===== config.mk =====
export PLATFORM = sky130hd
export DESIGN_NAME = pwm_generator_a
export DESIGN_NICKNAME = d
export VERILOG_FILES = /design/src/rtl/pwm_a_pkg.sv /design/src/rtl/pwm_generator_a.sv /design/src/rtl/pwm_a_timebase.sv
export VERILOG_INCLUDE_DIRS = /design/src /design/src/rtl
export SDC_FILE = /design/constraint.sdc
export NUM_CORES = 1
export LEC_CHECK = 0
export ABC_CLOCK_PERIOD_IN_PS = 13200
export BUFFER_PORTS_ARGS = -buffer_cell sky130_fd_sc_hd__buf_2
export CORE_UTILIZATION = 60
export CTS_CLUSTER_DIAMETER = 80
export DETAILED_ROUTE_END_ITERATION = 6
export GPL_TIMING_DRIVEN = 1
export PLACE_DENSITY = 0.78
export SKIP_CTS_REPAIR_TIMING = 1
export SLEW_MARGIN = 5
export SYNTH_ARGS = -nofsm -noshare
export SYNTH_HDL_FRONTEND = slang
export SYNTH_SLANG_ARGS = --single-unit

===== constraint.sdc =====
create_clock -name clk_sys_i -period 13.2 [get_ports clk_sys_i]
set_input_delay 1.32 -clock clk_sys_i [delete_from_list [all_inputs] [get_ports clk_sys_i]]
set_output_delay 1.32 -clock clk_sys_i [all_outputs]
set_load 0.01 [all_outputs]

===== src/rtl/pwm_a_defines.svh =====
// Register indices, field positions, reset values and bus codes for PWM generator A
`ifndef PWM_A_DEFINES_SVH
`define PWM_A_DEFINES_SVH

// Register indices; byte address is four times the index
`define PWMA_IDX_VAL0 6'h10
`define PWMA_IDX_ENC 6'h20
`define PWMA_IDX_FQC 6'h21
`define PWMA_IDX_CNT 6'h22
`define PWMA_IDX_MOD 6'h24
`define PWMA_IDX_CFG 6'h30
`define PWMA_IDX_OVR 6'h31
`define PWMA_NUM_CH 6

// Enable control fields
`define PWMA_ENC_EN 7
`define PWMA_ENC_LDOK 1
`define PWMA_ENC_RIE 0

// Frequency control fields
`define PWMA_FQC_LDFQ_HI 7
`define PWMA_FQC_LDFQ_LO 4
`define PWMA_FQC_HALF 3
`define PWMA_FQC_PRSC_HI 2
`define PWMA_FQC_PRSC_LO 1
`define PWMA_FQC_RF 0

// Mode and override fields
`define PWMA_CFG_MTG 0
`define PWMA_CFG_CENTER 1
`define PWMA_OVR_VAL_LO 8

// Reset values
`define PWMA_MOD_RST 15'h0001
`define PWMA_WID_RST 16'h0000

// Prescaler terminal counts for divide by 1, 2, 4, 8
`define PWMA_DIV1_TC 3'h0
`define PWMA_DIV2_TC 3'h1
`define PWMA_DIV4_TC 3'h3
`define PWMA_DIV8_TC 3'h7

// Bus responses
`define PWMA_RESP_OKAY 2'h0
`define PWMA_RESP_SLVERR 2'h2

`endif


===== src/rtl/pwm_a_pkg.sv =====
// Types shared by the PWM generator A files
package pwm_a_pkg;

  typedef struct packed {
    logic [1:0] div;
    logic [14:0] modulus;
    logic center;
    logic half;
  } tb_cfg_t;

  typedef struct packed {
    logic full;
    logic half;
  } tb_evt_t;

  typedef enum logic {DIR_UP, DIR_DOWN} count_dir_t;

endpackage : pwm_a_pkg


===== src/rtl/pwm_generator_a.sv =====
// PWM generator A: enable, load-okay reload, reload flag and AXI4-Lite registers
`timescale 1ns/1ns
`default_nettype none
`include "pwm_a_defines.svh"

module pwm_generator_a (
  input wire logic clk_sys_i,
  input wire logic rst_i,
  input wire logic [7:0] s_axi_awaddr_i,
  input wire logic s_axi_awvalid_i,
  output logic s_axi_awready_o,
  input wire logic [31:0] s_axi_wdata_i,
  input wire logic [3:0] s_axi_wstrb_i,
  input wire logic s_axi_wvalid_i,
  output logic s_axi_wready_o,
  output logic [1:0] s_axi_bresp_o,
  output logic s_axi_bvalid_o,
  input wire logic s_axi_bready_i,
  input wire logic [7:0] s_axi_araddr_i,
  input wire logic s_axi_arvalid_i,
  output logic s_axi_arready_o,
  output logic [31:0] s_axi_rdata_o,
  output logic [1:0] s_axi_rresp_o,
  output logic s_axi_rvalid_o,
  input wire logic s_axi_rready_i,
  output logic [5:0] pwm_o,
  output logic irq_o
);

  logic [7:0] aw_addr_r;
  logic [31:0] wdata_r;
  logic [3:0] wstrb_r;
  logic aw_full_r;
  logic w_full_r;
  logic wr_do;
  logic wr_map;
  logic [5:0] wr_idx;
  logic [5:0] rd_idx;
  logic rd_map;
  logic ar_fire;
  logic [31:0] rd_word;
  logic wr_enc;
  logic wr_fqc;
  logic wr_mod;
  logic wr_cfg;
  logic wr_ovr;
  logic rd_enc;
  logic rd_fqc;

  logic gen_a_enable_r;
  logic load_okay_a_r;
  logic load_arm_r;
  logic reload_irq_enable_a_r;
  logic reload_flag_a_r;
  logic flag_arm_r;
  logic [3:0] reload_frequency_a_r;
  logic [3:0] freq_act_r;
  logic half_cycle_reload_a_r;
  logic [1:0] clock_divider_a_r;
  logic [1:0] div_act_r;
  logic [14:0] period_modulus_a_r;
  logic [14:0] mod_act_r;
  logic [15:0] channel_pulse_widths_r [`PWMA_NUM_CH];
  logic [15:0] wid_act_r [`PWMA_NUM_CH];
  logic multi_generator_mode_r;
  logic center_r;
  logic [5:0] output_override_control_r;
  logic [5:0] ovr_val_r;
  logic [3:0] opp_cnt_r;
  logic opp;
  logic reload;
  logic [14:0] gen_a_count;
  pwm_a_pkg::tb_cfg_t tb_cfg;
  pwm_a_pkg::tb_evt_t tb_evt;

  // Write channel: address and data taken in either order
  assign wr_do = aw_full_r && w_full_r && !s_axi_bvalid_o;
  assign wr_idx = aw_addr_r[7:2];
  assign wr_enc = wr_do && wr_map && wr_idx == `PWMA_IDX_ENC && wstrb_r[0];
  assign wr_fqc = wr_do && wr_map && wr_idx == `PWMA_IDX_FQC && wstrb_r[0];
  assign wr_mod = wr_do && wr_map && wr_idx == `PWMA_IDX_MOD;
  assign wr_cfg = wr_do && wr_map && wr_idx == `PWMA_IDX_CFG && wstrb_r[0];
  assign wr_ovr = wr_do && wr_map && wr_idx == `PWMA_IDX_OVR;

  always_comb
  begin
    wr_map = 1'b0;
    if (aw_addr_r[1:0] != 2'h0)
      wr_map = 1'b0;
    else if (wr_idx[5:4] == 2'h1 && !wr_idx[0] && wr_idx[3:1] < 3'h6)
      wr_map = 1'b1;
    else if (wr_idx == `PWMA_IDX_ENC || wr_idx == `PWMA_IDX_FQC || wr_idx == `PWMA_IDX_CNT)
      wr_map = 1'b1;
    else if (wr_idx == `PWMA_IDX_MOD || wr_idx == `PWMA_IDX_CFG || wr_idx == `PWMA_IDX_OVR)
      wr_map = 1'b1;
  end

  always_ff @(posedge clk_sys_i or posedge rst_i)
  begin
    if (rst_i)
    begin
      s_axi_awready_o <= 1'b1;
      s_axi_wready_o <= 1'b1;
      aw_full_r <= 1'b0;
      w_full_r <= 1'b0;
      aw_addr_r <= 8'h00;
      wdata_r <= 32'h00000000;
      wstrb_r <= 4'h0;
      s_axi_bvalid_o <= 1'b0;
      s_axi_bresp_o <= `PWMA_RESP_OKAY;
    end
    else
    begin
      if (s_axi_awvalid_i && s_axi_awready_o)
      begin
        aw_addr_r <= s_axi_awaddr_i;
        aw_full_r <= 1'b1;
        s_axi_awready_o <= 1'b0;
      end
      if (s_axi_wvalid_i && s_axi_wready_o)
      begin
        wdata_r <= s_axi_wdata_i;
        wstrb_r <= s_axi_wstrb_i;
        w_full_r <= 1'b1;
        s_axi_wready_o <= 1'b0;
      end
      if (wr_do)
      begin
        s_axi_bvalid_o <= 1'b1;
        s_axi_bresp_o <= wr_map ? `PWMA_RESP_OKAY : `PWMA_RESP_SLVERR;
      end
      if (s_axi_bvalid_o && s_axi_bready_i)
      begin
        s_axi_bvalid_o <= 1'b0;
        aw_full_r <= 1'b0;
        w_full_r <= 1'b0;
        s_axi_awready_o <= 1'b1;
        s_axi_wready_o <= 1'b1;
      end
    end
  end

  // Read channel
  assign rd_idx = s_axi_araddr_i[7:2];
  assign ar_fire = s_axi_arvalid_i && s_axi_arready_o;
  assign rd_enc = ar_fire && rd_map && rd_idx == `PWMA_IDX_ENC;
  assign rd_fqc = ar_fire && rd_map && rd_idx == `PWMA_IDX_FQC;

  always_comb
  begin
    rd_map = 1'b1;
    rd_word = 32'h00000000;
    if (s_axi_araddr_i[1:0] != 2'h0)
      rd_map = 1'b0;
    else if (rd_idx[5:4] == 2'h1 && !rd_idx[0] && rd_idx[3:1] < 3'h6)
      rd_word = {16'h0000, channel_pulse_widths_r[rd_idx[3:1]]};
    else if (rd_idx == `PWMA_IDX_ENC)
      rd_word = {24'h000000, gen_a_enable_r, 5'h00, load_okay_a_r, reload_irq_enable_a_r};
    else if (rd_idx == `PWMA_IDX_FQC)
      rd_word = {24'h000000, reload_frequency_a_r, half_cycle_reload_a_r, clock_divider_a_r,
                 reload_flag_a_r};
    else if (rd_idx == `PWMA_IDX_CNT)
      rd_word = {17'h00000, gen_a_count};
    else if (rd_idx == `PWMA_IDX_MOD)
      rd_word = {17'h00000, period_modulus_a_r};
    else if (rd_idx == `PWMA_IDX_CFG)
      rd_word = {30'h00000000, center_r, multi_generator_mode_r};
    else if (rd_idx == `PWMA_IDX_OVR)
      rd_word = {18'h00000, ovr_val_r, 2'h0, output_override_control_r};
    else
      rd_map = 1'b0;
  end

  always_ff @(posedge clk_sys_i or posedge rst_i)
  begin
    if (rst_i)
    begin
      s_axi_arready_o <= 1'b1;
      s_axi_rvalid_o <= 1'b0;
      s_axi_rdata_o <= 32'h00000000;
      s_axi_rresp_o <= `PWMA_RESP_OKAY;
    end
    else if (ar_fire)
    begin
      s_axi_arready_o <= 1'b0;
      s_axi_rvalid_o <= 1'b1;
      s_axi_rdata_o <= rd_word;
      s_axi_rresp_o <= rd_map ? `PWMA_RESP_OKAY : `PWMA_RESP_SLVERR;
    end
    else if (s_axi_rvalid_o && s_axi_rready_i)
    begin
      s_axi_rvalid_o <= 1'b0;
      s_axi_arready_o <= 1'b1;
    end
  end

  // Enable control and the load-okay read-then-write handshake
  always_ff @(posedge clk_sys_i or posedge rst_i)
  begin
    if (rst_i)
    begin
      gen_a_enable_r <= 1'b0;
      reload_irq_enable_a_r <= 1'b0;
      load_okay_a_r <= 1'b0;
      load_arm_r <= 1'b0;
    end
    else
    begin
      if (wr_enc)
      begin
        gen_a_enable_r <= wdata_r[`PWMA_ENC_EN];
        reload_irq_enable_a_r <= wdata_r[`PWMA_ENC_RIE];
        load_arm_r <= 1'b0;
      end
      else if (rd_enc && !load_okay_a_r)
        load_arm_r <= 1'b1;
      // A fresh set wins over the clear made by a reload in the same cycle
      if (wr_enc && wdata_r[`PWMA_ENC_LDOK] && load_arm_r)
        load_okay_a_r <= 1'b1;
      else if (wr_enc && !wdata_r[`PWMA_ENC_LDOK])
        load_okay_a_r <= 1'b0;
      else if (reload)
        load_okay_a_r <= 1'b0;
    end
  end

  // Frequency control, mode and override registers
  always_ff @(posedge clk_sys_i or posedge rst_i)
  begin
    if (rst_i)
    begin
      reload_frequency_a_r <= 4'h0;
      half_cycle_reload_a_r <= 1'b0;
      clock_divider_a_r <= 2'h0;
      period_modulus_a_r <= `PWMA_MOD_RST;
      multi_generator_mode_r <= 1'b0;
      center_r <= 1'b0;
      output_override_control_r <= 6'h00;
      ovr_val_r <= 6'h00;
    end
    else
    begin
      if (wr_fqc)
      begin
        reload_frequency_a_r <= wdata_r[`PWMA_FQC_LDFQ_HI:`PWMA_FQC_LDFQ_LO];
        half_cycle_reload_a_r <= wdata_r[`PWMA_FQC_HALF];
        clock_divider_a_r <= wdata_r[`PWMA_FQC_PRSC_HI:`PWMA_FQC_PRSC_LO];
      end
      if (wr_mod && wstrb_r[0])
        period_modulus_a_r[7:0] <= wdata_r[7:0];
      if (wr_mod && wstrb_r[1])
        period_modulus_a_r[14:8] <= wdata_r[14:8];
      if (wr_cfg)
      begin
        multi_generator_mode_r <= wdata_r[`PWMA_CFG_MTG];
        center_r <= wdata_r[`PWMA_CFG_CENTER];
      end
      if (wr_ovr && wstrb_r[0])
        output_override_control_r <= wdata_r[5:0];
      if (wr_ovr && wstrb_r[1])
        ovr_val_r <= wdata_r[`PWMA_OVR_VAL_LO +: 6];
    end
  end

  // Time base runs on the active, not the buffered, divider and modulus; center and half-cycle come straight from the registers
  assign tb_cfg.div = div_act_r;
  assign tb_cfg.modulus = mod_act_r;
  assign tb_cfg.center = center_r;
  assign tb_cfg.half = half_cycle_reload_a_r;

  pwm_a_timebase u_timebase (
    .clk_sys_i(clk_sys_i),
    .rst_i(rst_i),
    .run_i(gen_a_enable_r),
    .cfg_i(tb_cfg),
    .count_o(gen_a_count),
    .evt_o(tb_evt)
  );

  assign opp = tb_evt.full || tb_evt.half;
  assign reload = gen_a_enable_r && opp && opp_cnt_r == freq_act_r;

  always_ff @(posedge clk_sys_i or posedge rst_i)
  begin
    if (rst_i)
      opp_cnt_r <= 4'h0;
    else if (!gen_a_enable_r || reload)
      opp_cnt_r <= 4'h0;
    else if (opp)
      opp_cnt_r <= opp_cnt_r + 4'h1;
  end

  // Divider and modulus move into use at reload only with load-okay; reload frequency at every reload
  always_ff @(posedge clk_sys_i or posedge rst_i)
  begin
    if (rst_i)
    begin
      freq_act_r <= 4'h0;
      div_act_r <= 2'h0;
      mod_act_r <= `PWMA_MOD_RST;
    end
    else if (reload)
    begin
      freq_act_r <= reload_frequency_a_r;
      if (load_okay_a_r)
      begin
        div_act_r <= clock_divider_a_r;
        mod_act_r <= period_modulus_a_r;
      end
    end
  end

  // Reload flag; a reload in the clear cycle voids the clear
  always_ff @(posedge clk_sys_i or posedge rst_i)
  begin
    if (rst_i)
    begin
      reload_flag_a_r <= 1'b0;
      flag_arm_r <= 1'b0;
    end
    else
    begin
      if (reload)
        reload_flag_a_r <= 1'b1;
      else if (wr_fqc && wdata_r[`PWMA_FQC_RF] && flag_arm_r)
        reload_flag_a_r <= 1'b0;
      if (reload)
        flag_arm_r <= 1'b0;
      else if (rd_fqc && reload_flag_a_r)
        flag_arm_r <= 1'b1;
      else if (wr_fqc)
        flag_arm_r <= 1'b0;
    end
  end

  always_ff @(posedge clk_sys_i or posedge rst_i)
  begin
    if (rst_i)
      irq_o <= 1'b0;
    else
      irq_o <= reload_flag_a_r && reload_irq_enable_a_r;
  end

  // Per-channel width buffers, loads and output compare
  generate
    for (genvar k = 0; k < `PWMA_NUM_CH; k++)
    begin : g_ch
      logic governed;
      logic w_pos;
      logic w_full;
      assign governed = (k < 2) || !multi_generator_mode_r;
      assign w_pos = !wid_act_r[k][15] && wid_act_r[k] != 16'h0000;
      assign w_full = !wid_act_r[k][15] && wid_act_r[k][14:0] >= mod_act_r;

      always_ff @(posedge clk_sys_i or posedge rst_i)
      begin
        if (rst_i)
          channel_pulse_widths_r[k] <= `PWMA_WID_RST;
        else if (wr_do && wr_map && wr_idx == `PWMA_IDX_VAL0 + 6'(2 * k))
        begin
          if (wstrb_r[0])
            channel_pulse_widths_r[k][7:0] <= wdata_r[7:0];
          if (wstrb_r[1])
            channel_pulse_widths_r[k][15:8] <= wdata_r[15:8];
        end
      end

      always_ff @(posedge clk_sys_i or posedge rst_i)
      begin
        if (rst_i)
          wid_act_r[k] <= `PWMA_WID_RST;
        else if (reload && load_okay_a_r && governed)
          wid_act_r[k] <= channel_pulse_widths_r[k];
      end

      always_ff @(posedge clk_sys_i or posedge rst_i)
      begin
        if (rst_i)
          pwm_o[k] <= 1'b0;
        else if (output_override_control_r[k])
          pwm_o[k] <= ovr_val_r[k];
        else if (!gen_a_enable_r || !governed)
          pwm_o[k] <= 1'b0;
        else
          pwm_o[k] <= w_full || (w_pos && gen_a_count < wid_act_r[k][14:0]);
      end
    end
  endgenerate
endmodule : pwm_generator_a
`default_nettype wire


===== src/rtl/pwm_a_timebase.sv =====
// Prescaler and 15-bit up or up/down counter of generator A
`timescale 1ns/1ns
`default_nettype none
`include "pwm_a_defines.svh"

module pwm_a_timebase (
  input wire logic clk_sys_i,
  input wire logic rst_i,
  input wire logic run_i,
  input wire pwm_a_pkg::tb_cfg_t cfg_i,
  output logic [14:0] count_o,
  output pwm_a_pkg::tb_evt_t evt_o
);

  logic [2:0] div_cnt_r;
  logic [2:0] div_tc;
  logic tick;
  pwm_a_pkg::count_dir_t dir_r;

  always_comb
  begin
    case (cfg_i.div)
      2'h0: div_tc = `PWMA_DIV1_TC;
      2'h1: div_tc = `PWMA_DIV2_TC;
      2'h2: div_tc = `PWMA_DIV4_TC;
      default: div_tc = `PWMA_DIV8_TC;
    endcase
  end

  assign tick = (div_cnt_r >= div_tc);

  always_ff @(posedge clk_sys_i or posedge rst_i)
  begin
    if (rst_i)
      div_cnt_r <= 3'h0;
    else if (!run_i || tick)
      div_cnt_r <= 3'h0;
    else
      div_cnt_r <= div_cnt_r + 3'h1;
  end

  // Edge mode counts 0..mod-1; center mode counts 0..mod..0
  always_ff @(posedge clk_sys_i or posedge rst_i)
  begin
    if (rst_i)
    begin
      count_o <= 15'h0000;
      dir_r <= pwm_a_pkg::DIR_UP;
      evt_o <= '0;
    end
    else if (!run_i)
    begin
      count_o <= 15'h0000;
      dir_r <= pwm_a_pkg::DIR_UP;
      evt_o <= '0;
    end
    else
    begin
      evt_o <= '0;
      if (tick)
      begin
        if (!cfg_i.center)
        begin
          if ({1'b0, count_o} + 16'h0001 >= {1'b0, cfg_i.modulus})
          begin
            count_o <= 15'h0000;
            evt_o.full <= 1'b1;
          end
          else
            count_o <= count_o + 15'h0001;
        end
        else
        begin
          case (dir_r)
            pwm_a_pkg::DIR_UP:
            begin
              if ({1'b0, count_o} + 16'h0001 >= {1'b0, cfg_i.modulus})
              begin
                count_o <= cfg_i.modulus;
                dir_r <= pwm_a_pkg::DIR_DOWN;
                evt_o.half <= cfg_i.half;
              end
              else
                count_o <= count_o + 15'h0001;
            end
            default:
            begin
              if (count_o <= 15'h0001)
              begin
                count_o <= 15'h0000;
                dir_r <= pwm_a_pkg::DIR_UP;
                evt_o.full <= 1'b1;
              end
              else
                count_o <= count_o - 15'h0001;
            end
          endcase
        end
      end
    end
  end

endmodule : pwm_a_timebase
`default_nettype wire


# Yosys cells after proc, flatten, opt, wreduce, memory -nomap -nowiden
# Index checks and enable logic that the tools add are counted.
# W data, S select, Z words.
# word_totals
reg_bits	356
output_inout_bits	48
# classes
addsub	5
magnitude_cmp	18
eq_ne	25
n_mux	86
n_bitwise	1
reduce_logical	122
# op_table
cell	n
$mux W15	11
$reduce_bool A16 Y1	6
$ge A15 B15 Y1	6
$lt A15 B15 Y1	6
$eq A6 B6 Y1 const B	12
$mux W16	4
$logic_and A1 B1 Y1	63
$mux W1	60
$bmux W16 S3	1
$eq A6 B5 Y1 const B	6
$mux W14	2
$reduce_and A2 Y1	14
$reduce_bool A2 Y1	9
$add A15 B1 Y16 const B	1
$ge A16 B15 Y1	1
$add A15 B1 Y15 const B	1
$le A15 B1 Y1 const B	1
$sub A15 B1 Y15 const B	1
$logic_or A1 B1 Y1	14
$logic_not A1 Y1	13
$pmux W3 S3	1
$mux W2	4
$mux W4	2
$eq A2 B1 Y1 const B	3
12 further kinds	15

# Depth between registers and ports, before layout
# depth
ltp_word	14
mapped_depth	15
ltp_nobuf	13

# Modules after synthesis
# From an unflattened synthesis, not the netlist that was laid out.
# unflattened
hier_cells	1799
hier_area_um2	20023.0
# by_module_without_submodules
module	n_inst	cells_per_inst	area_each_um2
pwm_generator_a	1	1491	17614.4
pwm_a_timebase	1	308	2408.6

# Least setup slack after synthesis
# OpenSTA, ideal clock, no wires.
# synth_timing
path_type	register to register
from	reg u_timebase.count_o[8]
to	reg u_timebase.count_o[8]
setup_time_ns	0.094
arrival_time_ns	3.198
slack_ns	9.908
stages_incl_launch_ff	15
n_path_buf	3
synth_period_minus_slack_ns	3.292
cell_sequence	dfrtp_1 -> clkbuf_1 -> nand4_1 -> nor3_1 -> nand3_1 -> xnor2_1 -> ha_1 -> nand3_1 -> or3_1 -> o21a_1 -> clkbuf_1 -> nand2_1 -> clkbuf_1 -> a31oi_1 -> a211oi_1
# synth_between
elab_chain_len	7
# synth_rtl
element	line	source
from (decl)	pwm_a_timebase.sv:11	output logic [14:0] count_o,
from (signal assigned)	pwm_a_timebase.sv:70	count_o <= count_o + 15'h0001;
from (signal assigned)	pwm_a_timebase.sv:79	count_o <= cfg_i.modulus;
from (signal assigned)	pwm_a_timebase.sv:84	count_o <= count_o + 15'h0001;
$add A15 B1 Y16	pwm_a_timebase.sv:64, pwm_a_timebase.sv:77	
$ge A16 B15 Y1	pwm_a_timebase.sv:64, pwm_a_timebase.sv:77	
$mux W15	pwm_a_timebase.sv:77	if ({1'b0, count_o} + 16'h0001 >= {1'b0, cfg_i.modulus})
$mux W15	pwm_a_timebase.sv:74	case (dir_r)
$mux W15 *	pwm_a_timebase.sv:62	if (!cfg_i.center)
$mux W15 *	pwm_a_timebase.sv:60	if (tick)
$mux W15 *	pwm_a_timebase.sv:51	else if (!run_i)
# Every way passes the cells marked *; elsewhere a longest branch is shown, timed or not. The select of a mux whose other input is x is not followed.
# A chain may end at the register's enable or synchronous reset.

# Worst setup path in the final report
# layout_timing
from	reg gen_a_enable_r
to	reg wid_act_r[63] (netlist bit)
# layout_between
elab_chain_len	4
# layout_rtl
element	line	source
from (decl)	pwm_generator_a.sv:50	logic gen_a_enable_r;
from (signal assigned)	pwm_generator_a.sv:211	gen_a_enable_r <= wdata_r[`PWMA_ENC_EN];
$logic_and A1 B1 Y1 (2 in series)	pwm_generator_a.sv:281	assign reload = gen_a_enable_r && opp && opp_cnt_r == freq_act_r;
$logic_and A1 B1 Y1 (2 in series)	pwm_generator_a.sv:372	else if (reload && load_okay_a_r && governed)
to (signal, indexed assignment)	pwm_generator_a.sv:371	wid_act_r[k] <= `PWMA_WID_RST;
to (signal, indexed assignment)	pwm_generator_a.sv:373	wid_act_r[k] <= channel_pulse_widths_r[k];
to (decl)	pwm_generator_a.sv:64	logic [15:0] wid_act_r [`PWMA_NUM_CH];
# No other way between the ends.

==> metrics.txt <==
# TYPE chip_impl_metric gauge
chip_impl_metric{name="critPathBufInv",unit=""} 5
chip_impl_info{name="critical-path-slowest-cell",value="sky130_fd_sc_hd__or2_4"} 1
chip_impl_info{name="worst_r2r_endpoint",value="wid_act_r[63]"} 1
chip_impl_metric{name="synth_seq_area_share",unit="%"} 42.1
chip_impl_metric{name="synth_largest_type_area_fraction",unit="%"} 41.5
chip_impl_metric{name="ioPinCount",unit=""} 107
chip_impl_metric{name="clock_latency_reported_for_the_late_side_of_the_worst_skew_pair",unit="ns"} 0.53
chip_impl_metric{name="final_min_period_over_clock_period",unit="%"} 33.8
chip_impl_info{name="timing.critical_path.from_type",value="flop"} 1
chip_impl_info{name="holdCritPathClass",value="reg -> reg"} 1
chip_impl_metric{name="timing.final.max_slew_violations",unit=""} 0
chip_impl_metric{name="r2r_cells",unit=""} 9
chip_impl_info{name="worst_r2r_startpoint",value="gen_a_enable_r"} 1
chip_impl_metric{name="ff2ff_setup_slack",unit="ns"} 8.74
chip_impl_metric{name="cp_data_required_time",unit="ns"} 13.61
chip_impl_metric{name="postLayoutSetupSlackWorst",unit="ns"} 8.74
chip_impl_metric{name="gp_routability_congestion",unit=""} 0.943
chip_impl_metric{name="worst_hold_path.num_cells",unit=""} 1
chip_impl_metric{name="ctsLongestPathBuffers",unit=""} 3
chip_impl_metric{name="die-area",unit="mm2"} 0.0342
chip_impl_metric{name="slew-limit-headroom",unit="%"} 23.6
chip_impl_info{name="tritoncts",value="done"} 1
chip_impl_metric{name="count_of_distinct_cell_types_in_the_synthesized_netlist",unit=""} 73
chip_impl_metric{name="placement.io_buffers",unit=""} 70
chip_impl_info{name="crit_end_element",value="flop"} 1
chip_impl_metric{name="synthesis.instances",unit=""} 1808
chip_impl_metric{name="antenna_found_initial",unit=""} 0
chip_impl_metric{name="gr-total-overflow",unit=""} 0
chip_impl_metric{name="detailedPlacementHpwl",unit="mm"} 42.3
chip_impl_metric{name="final_period_minus_worst_setup_slack",unit="ns"} 4.46
chip_impl_metric{name="htree_levels",unit=""} 2
chip_impl_metric{name="synth_enable_flop_cells",unit=""} 0
chip_impl_metric{name="antenna-diode-count",unit=""} 0
chip_impl_info{name="status",value="complete, no violations"} 1
chip_impl_metric{name="p_leak",unit="uW"} 0.0108
chip_impl_metric{name="dp_cells",unit=""} 2259
chip_impl_metric{name="design.core.area",unit="mm2"} 0.0328
chip_impl_metric{name="fmax",unit="MHz"} 224
chip_impl_metric{name="critical_path_arrival",unit="ns"} 4.86
chip_impl_info{name="clk_root_buffer_cell",value="sky130_fd_sc_hd__clkbuf_16"} 1
chip_impl_info{name="worst_setup_path_startpoint",value="gen_a_enable_r"} 1
chip_impl_metric{name="synth.ff_latch_count",unit=""} 338
chip_impl_info{name="path_cells",value="buf_4, inv_1, or4_1, clkinv_2, nand2_2, buf_4, or2_4, buf_4, mux2_2"} 1
chip_impl_metric{name="route.detailed.drc",unit=""} 0
chip_impl_metric{name="cap_violations",unit=""} 0
chip_impl_info{name="worst_hold_path.endpoint",value="u_timebase.div_cnt_r[0]"} 1
chip_impl_metric{name="tritoncts_num_sinks",unit=""} 338
chip_impl_metric{name="timing.critical_path.fanout_max",unit=""} 50
chip_impl_metric{name="cellPowerDensity",unit="mW/mm2"} 117
chip_impl_metric{name="setup_viol_count_final",unit=""} 0
chip_impl_info{name="crit_family",value="buffers and inverters"} 1
chip_impl_metric{name="totalNegativeSetupSlack",unit="ns"} 0
chip_impl_info{name="yosys.cell_count.top_type",value="sky130_fd_sc_hd__dfrtp_1"} 1
chip_impl_metric{name="pre_cts_ws",unit="ns"} 8.87
chip_impl_metric{name="cts.reportedPaths.clkPinSlew",unit="ns"} 0.06
chip_impl_metric{name="firstDrtPassIters",unit=""} 6
chip_impl_metric{name="drive_gt1_share",unit="%"} 23.6
chip_impl_metric{name="area_grow_syn2layout",unit="%"} 9.27
chip_impl_metric{name="worst_clock_skew",unit="ns"} 0.0178
chip_impl_metric{name="first_global_vias",unit=""} 15400
chip_impl_metric{name="nNetsFinal",unit=""} 2112
chip_impl_metric{name="async_reset_ff_share",unit="%"} 100
chip_impl_metric{name="ys_warn_count",unit=""} 0
chip_impl_metric{name="drtIter0Drc",unit=""} 1188
chip_impl_metric{name="layout.filler_cells",unit=""} 2451
chip_impl_metric{name="power.ir.vdd_worst",unit="uV"} 156
chip_impl_metric{name="cts_made_buffers",unit=""} 37
chip_impl_metric{name="timing.critical_path.slowest_cell_delay",unit="ns"} 0.72
chip_impl_metric{name="postSynthAreaPerCell",unit="um2"} 11.1
chip_impl_metric{name="drt-total-wl",unit="mm"} 58.1
chip_impl_info{name="synthDominantAreaCellType",value="sky130_fd_sc_hd__dfrtp_1"} 1
chip_impl_metric{name="ant_nets",unit=""} 0
chip_impl_metric{name="first_pass_grt_wire_length",unit="mm"} 89.7
chip_impl_metric{name="fp.dieH",unit="um"} 185
chip_impl_metric{name="maximum_number_of_pins_on_one_net_before_global_route_repair",unit=""} 142
chip_impl_metric{name="routed_wire_length_per_instance",unit="um"} 25.0
chip_impl_metric{name="post-route-util",unit="%"} 67.0
chip_impl_info{name="rsz0062_at_grt",value="no"} 1
chip_impl_info{name="netlist_top_cells_area",value="sky130_fd_sc_hd__dfrtp_1 (41%), sky130_fd_sc_hd__ha_1 (12%), sky130_fd_sc_hd__mux2_2 (12%), sky130_fd_sc_hd__mux2_4 (4.3%), sky130_fd_sc_hd__inv_1 (2.5%)"} 1
chip_impl_metric{name="grt.total_usage",unit="%"} 35.1
chip_impl_metric{name="syn_area",unit="mm2"} 0.0201
chip_impl_metric{name="worstMarginPinSlew",unit="ns"} 1.14
chip_impl_metric{name="final-hold-violation-count",unit=""} 0
chip_impl_info{name="post_synth_most_frequent_cells",value="sky130_fd_sc_hd__dfrtp_1 (333), sky130_fd_sc_hd__mux2_2 (218), sky130_fd_sc_hd__ha_1 (197), sky130_fd_sc_hd__inv_1 (132), sky130_fd_sc_hd__o21ai_0 (96)"} 1
chip_impl_metric{name="die_x",unit="um"} 185
chip_impl_metric{name="drt-vias-per-instance",unit=""} 6.60
chip_impl_info{name="criticalPathCategory",value="reg -> reg"} 1
chip_impl_metric{name="via_count",unit=""} 15400
chip_impl_metric{name="layout.cells.non_filler",unit=""} 2325
chip_impl_metric{name="finalPower",unit="uW"} 2580
chip_impl_info{name="ys_dominant_reg_cell",value="sky130_fd_sc_hd__dfrtp_1"} 1
chip_impl_info{name="critical-path-top-cell-by-count",value="sky130_fd_sc_hd__buf_4"} 1
chip_impl_metric{name="initial_core_util",unit="%"} 61.3
chip_impl_metric{name="row_count",unit=""} 66
chip_impl_info{name="min_from",value="u_timebase.div_cnt_r[0]"} 1
-- worst max path at each step --
| stage | end | cells past startpoint |
|---|---|---|
| floorplan | aw_addr_r[0] | 1 |
| global placement | wid_act_r[47] | 9 |
| detailed placement | wid_act_r[63] | 9 |
| CTS | wid_act_r[63] | 9 |
| global route | u_timebase.count_o[6] | 12 |
| finish | wid_act_r[63] | 9 |
-- through the flow --
stage	hold WS (ns)	instance area (um2)
2_1_floorplan	0.432	20200
3_3_place_gp	0.463	20700
3_5_place_dp	0.465	20700
4_1_cts	0.480	22000
5_1_grt	0.487	22000
6_report	0.485	22000
-- where the power goes --
group	switching, uW	total (uW)	internal (uW)
logic	114	220	106
clock network	426	1070	645
registers	165	1280	1120
-- cell families (layout without fill, tap and decap cells) --
logic type	count (synthesis)	after routing	synth area share (%)
simple gates	371	371	9.51
compound gates	340	340	10.9
flops	338	338	42.1
mux	312	312	19.2
buf+inv	224	282	4.88
fa+ha+maj	197	197	12.3
xor+xnor	25	25	1.09
other cells	1	18	0.0187
-- final cells by class --
type	instances	area [um2]	area share, %
Clock buffer	55	1120	5.08
Clock inverter	11	140	0.638
Inverter	135	515	2.35
Multi-Input combinational cell	1263	10700	48.8
Sequential cell	338	8460	38.6
Tap cell	442	553	2.52
Timing Repair Buffer	81	445	2.03
-- sequential cells by signal (all words and copies together), names as in the netlist, 6 cells and up --
register and flops:
s_axi_rdata_o 16, u_timebase.count_o 15, aw_addr_r 8, wdata_r 16, wid_act_r 96, pwm_o 6, output_override_control_r 6, mod_act_r 15
period_modulus_a_r 15, channel_pulse_widths_r 96, ovr_val_r 6
-- layer usage --
metal / vias to the layer above / global-route usage (%) / share of wire [%] / routed length, um
li1: 6733 / - / - / -
met1: 7752 / 47.0 / 42 / 24500
met2: 701 / 56.8 / 47 / 27000
met3: 164 / 5.09 / 6.7 / 3870
met4: 0 / 15.4 / 4.6 / 2690
met5: - / 0 / 0 / 0
-- cells in the final DEF, fill, tap and decap left out, drive strengths merged, types with 32 or more instances in the layout --
cell type,instances
nor2,71
dfrtp,333
nand4,32
a21oi,72
buf,81
o21ai,99
ha,197
nand2,78
nand3,53
mux2,276
inv,135
clkbuf,55
Note: power is estimated with default switching activity, not from simulation.
